### config.mk
export PLATFORM = sky130hd
export DESIGN_NAME = dds_sequencer
export DESIGN_NICKNAME = d
export VERILOG_FILES = /design/src/dds_pkg.sv /design/src/dds_cycle_calc.sv /design/src/dds_req_latch.sv /design/src/dds_sequencer.sv
export SDC_FILE = /design/constraint.sdc
export NUM_CORES = 1
export LEC_CHECK = 0
export ABC_AREA = 1
export BUFFER_PORTS_ARGS = -buffer_cell sky130_fd_sc_hd__buf_2
export CAP_MARGIN = 20
export CORE_MARGIN = 5
export CORE_UTILIZATION = 57
export CTS_BUF_LIST = sky130_fd_sc_hd__clkbuf_8
export DETAILED_ROUTE_END_ITERATION = 7
export GPL_ROUTABILITY_DRIVEN = 0
export HOLD_SLACK_MARGIN = 0.1
export PLACE_DENSITY_LB_ADDON = 0.05
export SYNTH_ARGS = -nofsm -noshare
export SYNTH_HDL_FRONTEND = slang
export SYNTH_SLANG_ARGS = --single-unit
### constraint.sdc
create_clock -name i_core_clk -period 4 [get_ports i_core_clk]
set_clock_uncertainty 0.2 [all_clocks]
set_input_delay 0.4 -clock i_core_clk [delete_from_list [all_inputs] [get_ports i_core_clk]]
set_output_delay 0.4 -clock i_core_clk [all_outputs]
set_load 0.02 [all_outputs]
### src/dds_pkg.sv
// package with constants and types for the dual channel dma sequencer
`default_nettype none
package dds_pkg;
  localparam int          DDS_NUM_CH      = 2;
  localparam int          DDS_ADDR_W      = 20;
  localparam int          DDS_CNT_W       = 16;
  localparam int          DDS_SRC_W       = 2;
  localparam int          DDS_CYC_W       = 4;
  // request source selection codes
  localparam logic [1:0]  DDS_SRC_PERIPH  = 2'h0;
  localparam logic [1:0]  DDS_SRC_SOFT    = 2'h1;
  localparam logic [1:0]  DDS_SRC_EXT_FALL = 2'h2;
  localparam logic [1:0]  DDS_SRC_EXT_RISE = 2'h3;
  // region class codes and their cycle coefficients
  localparam logic [2:0]  DDS_RGN_INT_NOWAIT = 3'h0;
  localparam logic [2:0]  DDS_RGN_INT_WAIT   = 3'h1;
  localparam logic [2:0]  DDS_RGN_SFR_DISP   = 3'h2;
  localparam logic [2:0]  DDS_RGN_EXT_NOWAIT = 3'h3;
  localparam logic [2:0]  DDS_RGN_EXT_WAIT   = 3'h4;
  localparam logic [2:0]  DDS_RGN_EXT_MUX    = 3'h5;
  localparam logic [1:0]  DDS_COEF_ONE    = 2'h1;
  localparam logic [1:0]  DDS_COEF_TWO    = 2'h2;
  localparam logic [1:0]  DDS_COEF_THREE  = 2'h3;
  localparam logic [1:0]  DDS_CYC_ONE     = 2'h1;
  localparam logic [1:0]  DDS_CYC_TWO     = 2'h2;
  // processor modes
  localparam logic [1:0]  DDS_MODE_SINGLE = 2'h0;
  localparam logic [1:0]  DDS_MODE_EXPAND = 2'h1;
  localparam logic [1:0]  DDS_MODE_PROC   = 2'h2;
  // sequencer states, one-hot
  typedef enum logic [3:0] {
    DDS_ST_IDLE = 4'h1,
    DDS_ST_XFER = 4'h2,
    DDS_ST_CPU  = 4'h4,
    DDS_ST_HOLD = 4'h8
  } dds_state_t;
endpackage
`default_nettype wire

### src/dds_cycle_calc.sv
// transfer unit cycle count for one channel
`default_nettype none
module dds_cycle_calc
  import dds_pkg::*;
(
  // transfer shape
  input  wire logic [DDS_ADDR_W-1:0] i_src_addr,
  input  wire logic [DDS_ADDR_W-1:0] i_dst_addr,
  input  wire logic                  i_unit_size_bit,
  input  wire logic                  i_bus8,
  input  wire logic [2:0]            i_src_rgn,
  input  wire logic [2:0]            i_dst_rgn,
  // result
  output logic      [DDS_CYC_W-1:0]  o_cycles,
  output logic                       o_illegal
);
  logic [1:0] rd_cyc;
  logic [1:0] wr_cyc;
  logic [1:0] src_coef;
  logic [1:0] dst_coef;

  function automatic logic [1:0] coef(input logic [2:0] rgn);
    logic [1:0] c;
    c = DDS_COEF_ONE;
    if (rgn == DDS_RGN_INT_WAIT || rgn == DDS_RGN_SFR_DISP || rgn == DDS_RGN_EXT_WAIT)
      c = DDS_COEF_TWO;
    else if (rgn == DDS_RGN_EXT_MUX)
      c = DDS_COEF_THREE;
    return c;
  endfunction

  // any parity is accepted; odd only costs extra cycles on word units
  assign rd_cyc   = i_unit_size_bit ? DDS_CYC_ONE :
                    (i_bus8 || i_src_addr[0]) ? DDS_CYC_TWO : DDS_CYC_ONE;
  assign wr_cyc   = i_unit_size_bit ? DDS_CYC_ONE :
                    (i_bus8 || i_dst_addr[0]) ? DDS_CYC_TWO : DDS_CYC_ONE;
  assign src_coef = coef(i_src_rgn);
  assign dst_coef = coef(i_dst_rgn);
  assign o_cycles = 4'(rd_cyc * src_coef) + 4'(wr_cyc * dst_coef);
  assign o_illegal = (i_src_rgn > DDS_RGN_EXT_MUX) || (i_dst_rgn > DDS_RGN_EXT_MUX);
endmodule
`default_nettype wire

### src/dds_req_latch.sv
// request bit of one channel with source selection
`default_nettype none
module dds_req_latch
  import dds_pkg::*;
(
  // clock and reset
  input  wire logic                 i_core_clk,
  input  wire logic                 i_rstn,
  // sources
  input  wire logic [DDS_SRC_W-1:0] i_src_sel,
  input  wire logic                 i_periph_irq,
  input  wire logic                 i_soft_trig,
  input  wire logic                 i_external_request_pin,
  // clears
  input  wire logic                 i_sw_clr,
  input  wire logic                 i_start_clr,
  // state
  output logic                      o_req
);
  logic pin_d;
  logic req;
  logic fire;
  logic fall;
  logic rise;

  assign fall  = pin_d & ~i_external_request_pin;
  assign rise  = ~pin_d & i_external_request_pin;
  assign fire  = (i_src_sel == DDS_SRC_PERIPH   && i_periph_irq) ||
                 (i_src_sel == DDS_SRC_SOFT     && i_soft_trig)  ||
                 (i_src_sel == DDS_SRC_EXT_FALL && fall)         ||
                 (i_src_sel == DDS_SRC_EXT_RISE && rise);
  assign o_req = req;

  always_ff @(posedge i_core_clk or negedge i_rstn)
  begin
    if (!i_rstn)
    begin
      pin_d <= 1'b1;
      req   <= 1'b0;
    end
    else
    begin
      pin_d <= i_external_request_pin;
      // a new request beats a clear in the same cycle
      if (fire)
        req <= 1'b1;
      else if (i_sw_clr || i_start_clr)
        req <= 1'b0;
    end
  end
endmodule
`default_nettype wire

### src/dds_sequencer.sv
// two channel dma sequencer: requests, priority, reload and bus hand-back
// How it works
// any source and destination parity accepted
// cycles equal reads times j plus writes times k
// coefficients 1,2,2,1,2,3 by region class
// byte unit: one read, one write
// word, 16-bit bus: odd address doubles
// word on 8-bit bus: two each
// first transfer reloads pointer and counter
// rewriting enable restarts from initial state
// request sets regardless of enable
// request cleared just before transfer starts
// software writes zero clears, one ignored
// software clears request after source change
// one preselected request source per channel
// peripheral request timed with its interrupt
// external pin edge per selection sets request
// simultaneous requests: channel 0 goes first
// bus returns to cpu after each transfer
// transfers ignore cpu interrupt flag, level
// 8-bit pin width applies to internal areas
// one unit per bus grant
`default_nettype none
module dds_sequencer
  import dds_pkg::*;
(
  // clock and reset
  input  wire logic                  i_core_clk,
  input  wire logic                  i_rstn,
  // mode and bus width
  input  wire logic [1:0]            i_proc_mode,
  input  wire logic                  i_bus8_pin,
  input  wire logic                  i_cpu_if_flag,
  // channel control, one bit per channel; i_src_sel two bits per channel
  input  wire logic [1:0]            i_enable_wr,
  input  wire logic [1:0]            i_enable_val,
  input  wire logic [1:0]            i_req_wr0,
  input  wire logic [1:0]            i_unit_size_bit,
  input  wire logic [1:0]            i_dir_from_src,
  input  wire logic [1:0]            i_soft_trig,
  input  wire logic [1:0]            i_periph_irq,
  input  wire logic [1:0]            i_external_request_pin,
  input  wire logic [3:0]            i_src_sel,
  // per channel setup
  input  wire logic [DDS_ADDR_W-1:0] i_src_ptr0,
  input  wire logic [DDS_ADDR_W-1:0] i_dst_ptr0,
  input  wire logic [DDS_CNT_W-1:0]  i_reload0,
  input  wire logic [DDS_ADDR_W-1:0] i_src_ptr1,
  input  wire logic [DDS_ADDR_W-1:0] i_dst_ptr1,
  input  wire logic [DDS_CNT_W-1:0]  i_reload1,
  input  wire logic [5:0]            i_src_rgn,
  input  wire logic [5:0]            i_dst_rgn,
  // cpu bus access done, one pulse per cpu access
  input  wire logic                  i_cpu_access_done,
  // status and bus outputs
  output logic      [1:0]            o_enable,
  output logic      [1:0]            o_req,
  output logic                       o_bus_grant,
  output logic                       o_active_ch,
  output logic                       o_unit_done,
  output logic      [DDS_ADDR_W-1:0] o_fwd_ptr0,
  output logic      [DDS_ADDR_W-1:0] o_fwd_ptr1,
  output logic      [DDS_CNT_W-1:0]  o_count0,
  output logic      [DDS_CNT_W-1:0]  o_count1,
  output logic      [DDS_CYC_W-1:0]  o_unit_cycles
);
  ////////////////////////////////////////////////////////////////////////
  // signals
  dds_state_t                        state;
  dds_state_t                        next_state;
  logic       [1:0]                  enable;
  logic       [1:0]                  fresh;
  logic       [1:0]                  req;
  logic       [1:0]                  start_clr;
  logic       [DDS_ADDR_W-1:0]       fwd_ptr [2];
  logic       [DDS_CNT_W-1:0]        count   [2];
  logic       [DDS_CYC_W-1:0]        cyc_left;
  logic       [DDS_CYC_W-1:0]        unit_cycles;
  logic                              active_ch;
  logic                              bus_grant;
  logic                              unit_done;
  logic       [1:0]                  ready;
  logic                              pick_any;
  logic                              pick_ch;
  logic       [DDS_CYC_W-1:0]        calc_cyc [2];
  logic       [1:0]                  calc_bad;
  logic       [DDS_ADDR_W-1:0]       src_ptr [2];
  logic       [DDS_ADDR_W-1:0]       dst_ptr [2];
  logic       [DDS_CNT_W-1:0]        reload  [2];
  logic       [DDS_ADDR_W-1:0]       load_ptr [2];
  logic                              bus8;
  logic                              last_cyc;

  ////////////////////////////////////////////////////////////////////////
  // per channel request latch and cycle calculation
  assign src_ptr[0] = i_src_ptr0;
  assign src_ptr[1] = i_src_ptr1;
  assign dst_ptr[0] = i_dst_ptr0;
  assign dst_ptr[1] = i_dst_ptr1;
  assign reload[0]  = i_reload0;
  assign reload[1]  = i_reload1;
  // in single-chip mode the pin does not narrow the bus; otherwise it covers
  // internal areas too
  assign bus8 = i_bus8_pin && (i_proc_mode != DDS_MODE_SINGLE);

  for (genvar c = 0; c < DDS_NUM_CH; c++)
  begin : g_ch
    dds_req_latch i_dds_req_latch (
      .i_core_clk             (i_core_clk),
      .i_rstn                 (i_rstn),
      .i_src_sel              (i_src_sel[2*c +: 2]),
      .i_periph_irq           (i_periph_irq[c]),
      .i_soft_trig            (i_soft_trig[c]),
      .i_external_request_pin (i_external_request_pin[c]),
      .i_sw_clr               (i_req_wr0[c]),
      .i_start_clr            (start_clr[c]),
      .o_req                  (req[c])
    );
    dds_cycle_calc i_dds_cycle_calc (
      .i_src_addr      (fresh[c] ? src_ptr[c] : fwd_ptr[c]),
      .i_dst_addr      (dst_ptr[c]),
      .i_unit_size_bit (i_unit_size_bit[c]),
      .i_bus8          (bus8),
      .i_src_rgn       (i_src_rgn[3*c +: 3]),
      .i_dst_rgn       (i_dst_rgn[3*c +: 3]),
      .o_cycles        (calc_cyc[c]),
      .o_illegal       (calc_bad[c])
    );
    assign load_ptr[c] = i_dir_from_src[c] ? src_ptr[c] : dst_ptr[c];
  end

  ////////////////////////////////////////////////////////////////////////
  // arbitration: channel 0 wins ties; cpu flag plays no part
  assign ready     = req & enable & ~calc_bad;
  assign pick_any  = |ready;
  assign pick_ch   = ~ready[0];
  assign last_cyc  = (cyc_left == 4'h1);

  always_comb
  begin
    next_state = state;
    start_clr  = 2'h0;
    unique case (state)
      DDS_ST_IDLE:
        if (pick_any)
        begin
          next_state         = DDS_ST_XFER;
          start_clr[pick_ch] = 1'b1;
        end
      DDS_ST_XFER:
        if (last_cyc)
          next_state = DDS_ST_CPU;
      DDS_ST_CPU:
        next_state = DDS_ST_HOLD;
      DDS_ST_HOLD:
        if (i_cpu_access_done)
          next_state = DDS_ST_IDLE;
      default:
        next_state = DDS_ST_IDLE;
    endcase
  end

  ////////////////////////////////////////////////////////////////////////
  // state and bus grant
  always_ff @(posedge i_core_clk or negedge i_rstn)
  begin
    if (!i_rstn)
    begin
      state       <= DDS_ST_IDLE;
      active_ch   <= 1'b0;
      cyc_left    <= 4'h0;
      unit_cycles <= 4'h0;
      bus_grant   <= 1'b0;
      unit_done   <= 1'b0;
    end
    else
    begin
      state     <= next_state;
      unit_done <= (state == DDS_ST_XFER) && last_cyc;
      bus_grant <= (next_state == DDS_ST_XFER);
      if (state == DDS_ST_IDLE && pick_any)
      begin
        active_ch   <= pick_ch;
        cyc_left    <= calc_cyc[pick_ch];
        unit_cycles <= calc_cyc[pick_ch];
      end
      else if (state == DDS_ST_XFER && !last_cyc)
        cyc_left <= cyc_left - 4'h1;
    end
  end

  ////////////////////////////////////////////////////////////////////////
  // enable, pointer and counter per channel
  for (genvar c = 0; c < DDS_NUM_CH; c++)
  begin : g_ctl
    logic starting;
    assign starting = (state == DDS_ST_IDLE) && pick_any && (pick_ch == 1'(c));
    always_ff @(posedge i_core_clk or negedge i_rstn)
    begin
      if (!i_rstn)
      begin
        enable[c]  <= 1'b0;
        fresh[c]   <= 1'b0;
        fwd_ptr[c] <= '0;
        count[c]   <= '0;
      end
      else if (i_enable_wr[c])
      begin
        enable[c] <= i_enable_val[c];
        fresh[c]  <= i_enable_val[c];
      end
      else if (starting)
      begin
        // first unit after enable reloads both; later units step on
        if (fresh[c])
        begin
          fwd_ptr[c] <= load_ptr[c] + (i_unit_size_bit[c] ? 20'h1 : 20'h2);
          count[c]   <= reload[c];
        end
        else
        begin
          fwd_ptr[c] <= fwd_ptr[c] + (i_unit_size_bit[c] ? 20'h1 : 20'h2);
          count[c]   <= count[c] - 16'h1;
        end
        fresh[c] <= 1'b0;
        if (!fresh[c] && count[c] == 16'h0)
          enable[c] <= 1'b0;
      end
    end
  end

  ////////////////////////////////////////////////////////////////////////
  // outputs from flip-flops
  always_ff @(posedge i_core_clk or negedge i_rstn)
  begin
    if (!i_rstn)
    begin
      o_enable      <= 2'h0;
      o_req         <= 2'h0;
      o_bus_grant   <= 1'b0;
      o_active_ch   <= 1'b0;
      o_unit_done   <= 1'b0;
      o_fwd_ptr0    <= '0;
      o_fwd_ptr1    <= '0;
      o_count0      <= '0;
      o_count1      <= '0;
      o_unit_cycles <= 4'h0;
    end
    else
    begin
      o_enable      <= enable;
      o_req         <= req;
      o_bus_grant   <= bus_grant;
      o_active_ch   <= active_ch;
      o_unit_done   <= unit_done;
      o_fwd_ptr0    <= fwd_ptr[0];
      o_fwd_ptr1    <= fwd_ptr[1];
      o_count0      <= count[0];
      o_count1      <= count[1];
      o_unit_cycles <= unit_cycles;
    end
  end

  ////////////////////////////////////////////////////////////////////////
  // checks
  property p_tie_ch0;
    @(posedge i_core_clk) disable iff (!i_rstn)
    (state == DDS_ST_IDLE && ready == 2'h3) |=> (active_ch == 1'b0);
  endproperty
  a_tie_ch0: assert property (p_tie_ch0) else $error("channel 1 won a tie");

  property p_cpu_between;
    @(posedge i_core_clk) disable iff (!i_rstn)
    (state == DDS_ST_XFER && last_cyc) |=> (state == DDS_ST_CPU) ##1 (state == DDS_ST_HOLD);
  endproperty
  a_cpu_between: assert property (p_cpu_between) else $error("bus not handed back");

  property p_clear_start;
    @(posedge i_core_clk) disable iff (!i_rstn)
    (state == DDS_ST_IDLE && pick_any && !i_periph_irq[pick_ch] && !i_soft_trig[pick_ch]
     && i_src_sel[2*pick_ch +: 2] < DDS_SRC_EXT_FALL) |=> !req[active_ch];
  endproperty
  a_clear_start: assert property (p_clear_start) else $error("request not cleared");

  property p_cycles;
    @(posedge i_core_clk) disable iff (!i_rstn)
    (state == DDS_ST_IDLE && pick_any) |=> (cyc_left >= 4'h2 && cyc_left <= 4'h0c);
  endproperty
  a_cycles: assert property (p_cycles) else $error("unit cycle count out of range");

  property p_one_unit;
    @(posedge i_core_clk) disable iff (!i_rstn)
    $rose(bus_grant) |-> ##[1:12] !bus_grant;
  endproperty
  a_one_unit: assert property (p_one_unit) else $error("grant held too long");

  property p_reload;
    @(posedge i_core_clk) disable iff (!i_rstn)
    (state == DDS_ST_IDLE && pick_any && fresh[pick_ch] && !i_enable_wr[pick_ch])
      |=> (count[active_ch] == $past(reload[pick_ch]));
  endproperty
  a_reload: assert property (p_reload) else $error("counter not reloaded");

  property p_restart;
    @(posedge i_core_clk) disable iff (!i_rstn)
    (i_enable_wr[0] && i_enable_val[0]) |=> fresh[0];
  endproperty
  a_restart: assert property (p_restart) else $error("enable rewrite did not restart");

  property p_sw_clear;
    @(posedge i_core_clk) disable iff (!i_rstn)
    (i_req_wr0[1] && !i_periph_irq[1] && !i_soft_trig[1] && i_src_sel[3:2] < DDS_SRC_EXT_FALL)
      |=> !req[1];
  endproperty
  a_sw_clear: assert property (p_sw_clear) else $error("software clear ignored");

  // the cpu flag is read only here: arbitration must not depend on it
  property p_if_ignored;
    @(posedge i_core_clk) disable iff (!i_rstn)
    (state == DDS_ST_IDLE && pick_any && !i_cpu_if_flag) |=> (state == DDS_ST_XFER);
  endproperty
  a_if_ignored: assert property (p_if_ignored) else $error("cpu flag blocked a transfer");

  property p_hold_cpu;
    @(posedge i_core_clk) disable iff (!i_rstn)
    (state == DDS_ST_HOLD && !i_cpu_access_done) |=> (state == DDS_ST_HOLD);
  endproperty
  a_hold_cpu: assert property (p_hold_cpu) else $error("bus taken before cpu access");

  property p_req_set;
    @(posedge i_core_clk) disable iff (!i_rstn)
    (i_soft_trig[1] && i_src_sel[3:2] == DDS_SRC_SOFT) |=> req[1];
  endproperty
  a_req_set: assert property (p_req_set) else $error("soft request lost");

  property p_byte_unit;
    @(posedge i_core_clk) disable iff (!i_rstn)
    (state == DDS_ST_IDLE && pick_any && i_unit_size_bit[pick_ch]) |=> (cyc_left <= 4'h6);
  endproperty
  a_byte_unit: assert property (p_byte_unit) else $error("byte unit too long");

  property p_lone_ch1;
    @(posedge i_core_clk) disable iff (!i_rstn)
    (state == DDS_ST_IDLE && ready == 2'h2) |=> (active_ch == 1'b1);
  endproperty
  a_lone_ch1: assert property (p_lone_ch1) else $error("lone channel 1 not served");
endmodule
`default_nettype wire

## Word level (Yosys, flattened, before mapping)

Index checks and enable logic that the tools add are counted.
W data, S select, Z words.

| word-level totals | value |
|---|---|
| word-level logic and storage cells | 203 |
| bits of input ports | 151 |
| output and inout port bits | 83 |
| latch bits | 0 |
| flip-flop bits (word level) | 178 |
| ROM bits | 0 |
| RAM bits | 0 |
| memories kept | 0 |

| cells by class | value |
|---|---|
| $mul | 4 |
| equal/unequal tests | 28 |
| bitwise operators | 15 |
| div/mod/pow operators | 0 |
| mux-type cells | 53 |
| order comparisons | 7 |
| shift operators | 0 |
| reductions and logical operators | 59 |
| add/subtract/negate cells | 9 |

Operators with widths:

| kind | number |
|---|---|
| $mux W20 | 4 |
| $add A20 B2 Y20 | 2 |
| $add A20 B20 Y20 | 2 |
| $mux W2 | 20 |
| $logic_not A16 Y1 | 2 |
| $mux W16 | 2 |
| $mux W4 | 8 |
| $sub A16 B1 Y16 const B | 2 |
| $eq A3 B3 Y1 const B | 8 |
| $logic_or A1 B1 Y1 | 22 |
| $logic_and A1 B1 Y1 | 17 |
| $mux W1 | 17 |
| $mul A2 B2 Y4 | 4 |
| $pmux W4 S4 | 1 |
| $reduce_bool A2 Y1 | 8 |
| $eq A3 B1 Y1 const B | 4 |
| $eq A3 B2 Y1 const B | 4 |
| $gt A3 B3 Y1 const B | 4 |
| $add A4 B4 Y4 | 2 |
| $eq A2 B2 Y1 const B | 4 |
| $eq A4 B1 Y1 const B | 2 |
| $eq A4 B2 Y1 const B | 2 |
| $reduce_and A2 Y1 | 4 |
| $not A1 Y1 | 7 |
| other kinds (15) | 23 |

## Logic depth before layout (Yosys ltp)

| logic depth | value |
|---|---|
| depth after elaboration | 14 |
| mapped depth | 19 |
| mapped depth without buffers | 17 |

## Hierarchy

A second synthesis with hierarchy kept.

| second synthesis, totals | value |
|---|---|
| cells, all modules | 1577 |
| area total of the unflattened synthesis | 10989.3 µm² |

Modules (own cells, without submodules):

| module | cells each | area an instance (µm²) | times used | seq. area each (µm²) |
|---|---|---|---|---|
| dds_sequencer | 1457 | 10196.0 | 1 | 4355.4 |
| dds_cycle_calc | 42 | 274.0 | 2 | 0.0 |
| dds_req_latch | 18 | 122.6 | 2 | 51.3 |

## Worst setup path after synthesis

Ideal clock, no wire load.

| path | value |
|---|---|
| path kind | in2reg |
| start | input i_dst_rgn[1] |
| end | register cyc_left[3] |
| data required time | 3.670 ns |
| arrival | 2.879 ns |
| path buffers | 0 |
| setup slack | 0.791 ns |
| library setup time | 0.130 ns |
| stages on the path | 14 |
| cells stage by stage | inv_1 > or2_2 > a31oi_1 > inv_1 > o21ai_0 > nand2_1 > fa_1 > inv_1 > ha_1 > ha_1 > fa_1 > xor2_1 > o21ai_0 > a21oi_1 |

| on the way | value |
|---|---|
| longest elaborated chain between the ends | 10 |
| elaborated cells on any way between the ends | 23 |
| those cells by class | 1 x add/sub; 1 x mul; 1 x order compare; 4 x eq/ne; 6 x mux; 4 x bitwise; 6 x reduce/logical |

RTL lines:

| what | RTL line | text |
|---|---|---|
| start, declared | dds_sequencer.sv:52 | `input wire logic [5:0] i_dst_rgn,` |
| $eq A3 B1 Y1 (tied with other cells) | dds_cycle_calc.sv:25 | `if (rgn == DDS_RGN_INT_WAIT \|\| rgn == DDS_RGN_SFR_DISP \|\| rgn == DDS_RGN_EXT_WAIT)` |
| $logic_or A1 B1 Y1 (on tied branches) | dds_cycle_calc.sv:25, dds_cycle_calc.sv:40 |  |
| $logic_or A1 B1 Y1 / $not A2 Y2 (equally long branches) | dds_cycle_calc.sv:25, dds_sequencer.sv:134 |  |
| $mux W2 / $and A2 B2 Y2 (equally long branches) | dds_cycle_calc.sv:25, dds_sequencer.sv:134 |  |
| $mul A2 B2 Y4 / $not A1 Y1 (equally long branches) | dds_cycle_calc.sv:39, dds_sequencer.sv:136 |  |
| $add A4 B4 Y4 / $not A1 Y2 (equally long branches) | dds_cycle_calc.sv:39, dds_sequencer.sv:184 |  |
| $mux W4 (implied by the code) (3 in series) | dds_sequencer.sv:184 | `cyc_left <= calc_cyc[pick_ch];` |
| $mux W4 | dds_sequencer.sv:181 | `if (state == DDS_ST_IDLE && pick_any)` |
| end signal, assigned | dds_sequencer.sv:184 |  |
| end signal, assigned | dds_sequencer.sv:188 | `cyc_left <= cyc_left - 4'h1;` |
| end, declared | dds_sequencer.sv:77 | `logic [DDS_CYC_W-1:0] cyc_left;` |

Parallel ways exist; a longest one is shown, timed or not. The select of a mux whose other input is x is not followed.
A chain may end at the register's enable or synchronous reset.

## Worst setup path after layout

| path | value |
|---|---|
| start | register fresh[0] |
| end | register cyc_left[3] |

| on the way | value |
|---|---|
| longest elaborated chain between the ends | 10 |

RTL lines:

| what | RTL line | text |
|---|---|---|
| start, declared | dds_sequencer.sv:72 | `logic [1:0] fresh;` |
| start signal, assigned by index | dds_sequencer.sv:210 | `fresh[c] <= i_enable_val[c];` |
| $mux W1 | dds_sequencer.sv:120 | `.i_src_addr (fresh[c] ? src_ptr[c] : fwd_ptr[c]),` |
| $logic_or A1 B1 Y1 | dds_cycle_calc.sv:34 | `(i_bus8 \|\| i_src_addr[0]) ? DDS_CYC_TWO : DDS_CYC_ONE;` |
| $mux W2 | dds_cycle_calc.sv:34 |  |
| $mux W2 | dds_cycle_calc.sv:33 | `assign rd_cyc = i_unit_size_bit ? DDS_CYC_ONE :` |
| $mul A2 B2 Y4 | dds_cycle_calc.sv:39 | `assign o_cycles = 4'(rd_cyc * src_coef) + 4'(wr_cyc * dst_coef);` |
| $add A4 B4 Y4 | dds_cycle_calc.sv:39 |  |
| $mux W4 (implied by the code) (3 in series) | dds_sequencer.sv:184 |  |
| $mux W4 | dds_sequencer.sv:181 |  |

Every way passes these cells. The select of a mux whose other input is x is not followed.

==> impl_metrics.tcl <==
set metrics [dict create \
    outcome "finished, final reports clean" \
    worst_r2r_start "fresh[0]" \
    fp.dieArea_mm2 0.0216 \
    drc_errors 0 \
    worst_ir_drop_vdd_uv 237 \
    critPathKind "flop to flop" \
    clk_pin_slew_ns 0.09 \
    min-delay-path-class "input pin to flop" \
    cp_num_buf_inv 2 \
    setup_viols_final 0 \
    shortest_clock_period_the_worst_path_allows_after_layout_ns 3.27 \
    cts-buffers-inserted 17 \
    final_common_cell "sky130_fd_sc_hd__nand2_1" \
    syn_area_per_cell_um2 7.25 \
    final_core_utilization 0.693 \
    detailed_place_hpwl_um 19500 \
    drtPass1Iterations 5 \
    clockBufferDepth 2 \
    place_inst 1904 \
    synthesis.nets 1651 \
    routed-wl-met3_um 1680 \
    yosys_cell_types 44 \
    grt_pass1_vias 9440 \
    clock-root-buffer "sky130_fd_sc_hd__clkbuf_8" \
    nets 1913 \
    initial_antenna_violation_count 1 \
    areaGrowthSynthToFinish_pct 20.6 \
    total_leakage_power_nw 6.71 \
    drt-wirelength-per-cell_um 13.5 \
    final_hold_viol_count 0 \
    achievable-frequency_mhz 305 \
    rsz0062_at_grt "false" \
    die_height_um 147 \
    timing.final.max_slew_violations 0 \
    worst_path_arrival_ns 3.41 \
    rows 50 \
    max_cap_viol_count 0 \
    tightest_slew_ns 0.717 \
    final_cell_mix "426 x sky130_fd_sc_hd__nand2_1, 231 x sky130_fd_sc_hd__buf_2, 176 x sky130_fd_sc_hd__nor2_1" \
    via_count 10101 \
    cts_tree "yes" \
    final_cells 1982 \
    hp-start "i_enable_wr[1]" \
    period_share 0.819 \
    drt_wl_total_um 26800 \
    groute.usage.overall 0.252 \
    grt_first_pass_wirelength_um 45000 \
    clkSinkCount 178 \
    timing.critical_path.from_type "flop" \
    fin_tns_setup_ns 0 \
    postSynthCellCount 1472 \
    post_route_cells_drive_above_1_share 0.195 \
    num-fill-cells 1569 \
    grt_overflow 0 \
    yosysWarningCount 0 \
    critical_path.endpoint_type "flop" \
    cp_data_required_time_ns 4.14 \
    design.portCount 234 \
    route.layer.met1.wl_um 12700 \
    postCtsSetupRepairBufs 0 \
    cp_cell_sequence "inv_1 -> nor2_1 -> o21ai_0 -> nand2_1 -> nand2_1 -> fa_1 -> inv_1 -> ha_1 -> ha_1 -> fa_1 -> xor2_1 -> o21ai_0 -> a21oi_1" \
    crit_family "adder cells" \
    synth_area_mm2 0.0107 \
    total_power_mw 7.62 \
    cts.htree.levels 4 \
    grt_max_degree 79 \
    antenna_violating_nets_post_route 0 \
    routed_via_density 5.10 \
    die_w_um 147 \
    met2_wirelength_um 12100 \
    power_per_cell_area_mw_per_mm2 592 \
    core_box_area_mm2 0.0186 \
    max_slew_margin 0.521 \
    yosysSeqAreaShare 0.418 \
    detail_route.iter0.violations 724 \
    path_max_fanout 11 \
    ys_seq_elements 178 \
    floorplan.initialDensity 0.574 \
    clkLatencyLatePin_ns 0.46 \
    critical-path-max-stage-delay_ns 0.57 \
    worst_setup_path_startpoint "fresh[0]" \
    critPathSlowestCell "sky130_fd_sc_hd__dfrtp_1" \
    io_buffers 232 \
    dr.max_layer_used "met4" \
]
-- tightest hold or removal path: cells and delay by family --
family / cells / cell delay (ns)
AOI/OAI and AO/OA: 1 / 0.11
buffers and inverters: 2 / 0.23
-- cell usage after synthesis (all sizes together) --
| library cell | number | area share |
|---|---|---|
| a32o | 1 | 0.00094 |
| xnor2 | 6 | 0.0049 |
| buf | 31 | 0.022 |
| nand3 | 93 | 0.045 |
| a21boi | 4 | 0.0028 |
| nor3b | 1 | 0.00070 |
| or2 | 8 | 0.0047 |
| ha | 18 | 0.021 |
| o2bb2ai | 1 | 0.00082 |
| o221ai | 1 | 0.00082 |
| dfstp | 3 | 0.0074 |
| o21ai | 124 | 0.060 |
| nand2 | 446 | 0.16 |
| inv | 181 | 0.064 |
| o211ai | 10 | 0.0070 |
| fa | 10 | 0.019 |
| o21bai | 2 | 0.0014 |
| a21oi | 65 | 0.030 |
| xor2 | 21 | 0.017 |
| nor2 | 192 | 0.074 |
| a22oi | 5 | 0.0035 |
| dfrtp | 175 | 0.41 |
| o21a | 4 | 0.0028 |
| nand4 | 16 | 0.011 |
| o31ai | 3 | 0.0021 |
| nor3 | 16 | 0.0080 |
| clkbuf | 14 | 0.0049 |
| a31oi | 12 | 0.0070 |
| o22ai | 8 | 0.0047 |
| nor4 | 1 | 0.00059 |
-- path summary, 6_finish.rpt --
| kind | end | slack, ns | cells after the start |
|---|---|---|---|
| setup / recovery | cyc_left[3] | 0.73 | 13 |
| hold / removal | fresh[1] | 0.13 | 3 |
| setup reg to reg | cyc_left[3] | 0.73 | 13 |
| hold reg to reg | o_bus_grant | 0.16 | 0 |
| max in group asynchronous | o_fwd_ptr1[16] | 2.40 | 3 |
| min in group asynchronous | o_count0[4] | 0.32 | 2 |
-- per-stage QoR --
stage          setup WS, ns  instance area (um^2)  hold WS [ns]
2_1_floorplan         0.791                 10700       -0.0956
3_3_place_gp          0.444                 12000         0.136
3_5_place_dp          0.424                 12000         0.140
4_1_cts               0.739                 12900         0.104
5_1_grt               0.497                 12900         0.145
6_report              0.725                 12900         0.134
-- power by group --
part	internal, mW	switching [mW]	total, mW
Combinational	1.05	1.93	2.98
Clock	0.769	0.668	1.44
Sequential	2.60	0.609	3.21
-- logic make-up after synthesis --
family | share of synthesized area
XOR/XNOR | 0.0222
adder cells (fa/ha/maj) | 0.0399
buffers and inverters | 0.0907
AND/OR/NAND/NOR | 0.305
flip-flops | 0.418
AO/OA/AOI/OAI | 0.125
-- layout make-up --
type,count,area [um^2],share of cell area
Inverter,181,684,0.0532
Clock buffer,18,248,0.0192
Sequential cell,178,4460,0.346
Multi-Input combinational cell,1068,5250,0.408
Antenna cell,1,2.50,0.000194
Clock inverter,14,221,0.0172
Tap cell,234,293,0.0227
Timing Repair Buffer,288,1710,0.133
-- metal layers --
metal | GRT usage | up-vias
li1 | - | 5223
met1 | 0.364 | 4545
met2 | 0.395 | 303
met3 | 0.0441 | 30
met4 | 0.0649 | 0
met5 | 0 | -
-- registers in the layout, indices dropped and copies added (netlist names), 2 cells and up --
signal / cells
o_req: 2
count: 32
state: 4
o_fwd_ptr1: 20
o_count1: 16
unit_cycles: 4
fwd_ptr: 40
o_unit_cycles: 4
g_ch.i_dds_req_latch.pin_d: 2
fresh: 2
o_count0: 16
o_enable: 2
o_fwd_ptr0: 20
enable: 2
g_ch.i_dds_req_latch.o_req: 2
cyc_left: 4
-- repair_timing --
action	in CTS	in global routing
endpoints found under the hold margin	109	0
hold buffers	45	0
setup endpoints to repair	0	0
gates resized for setup	0	0
(Power assumes the default switching activity.)
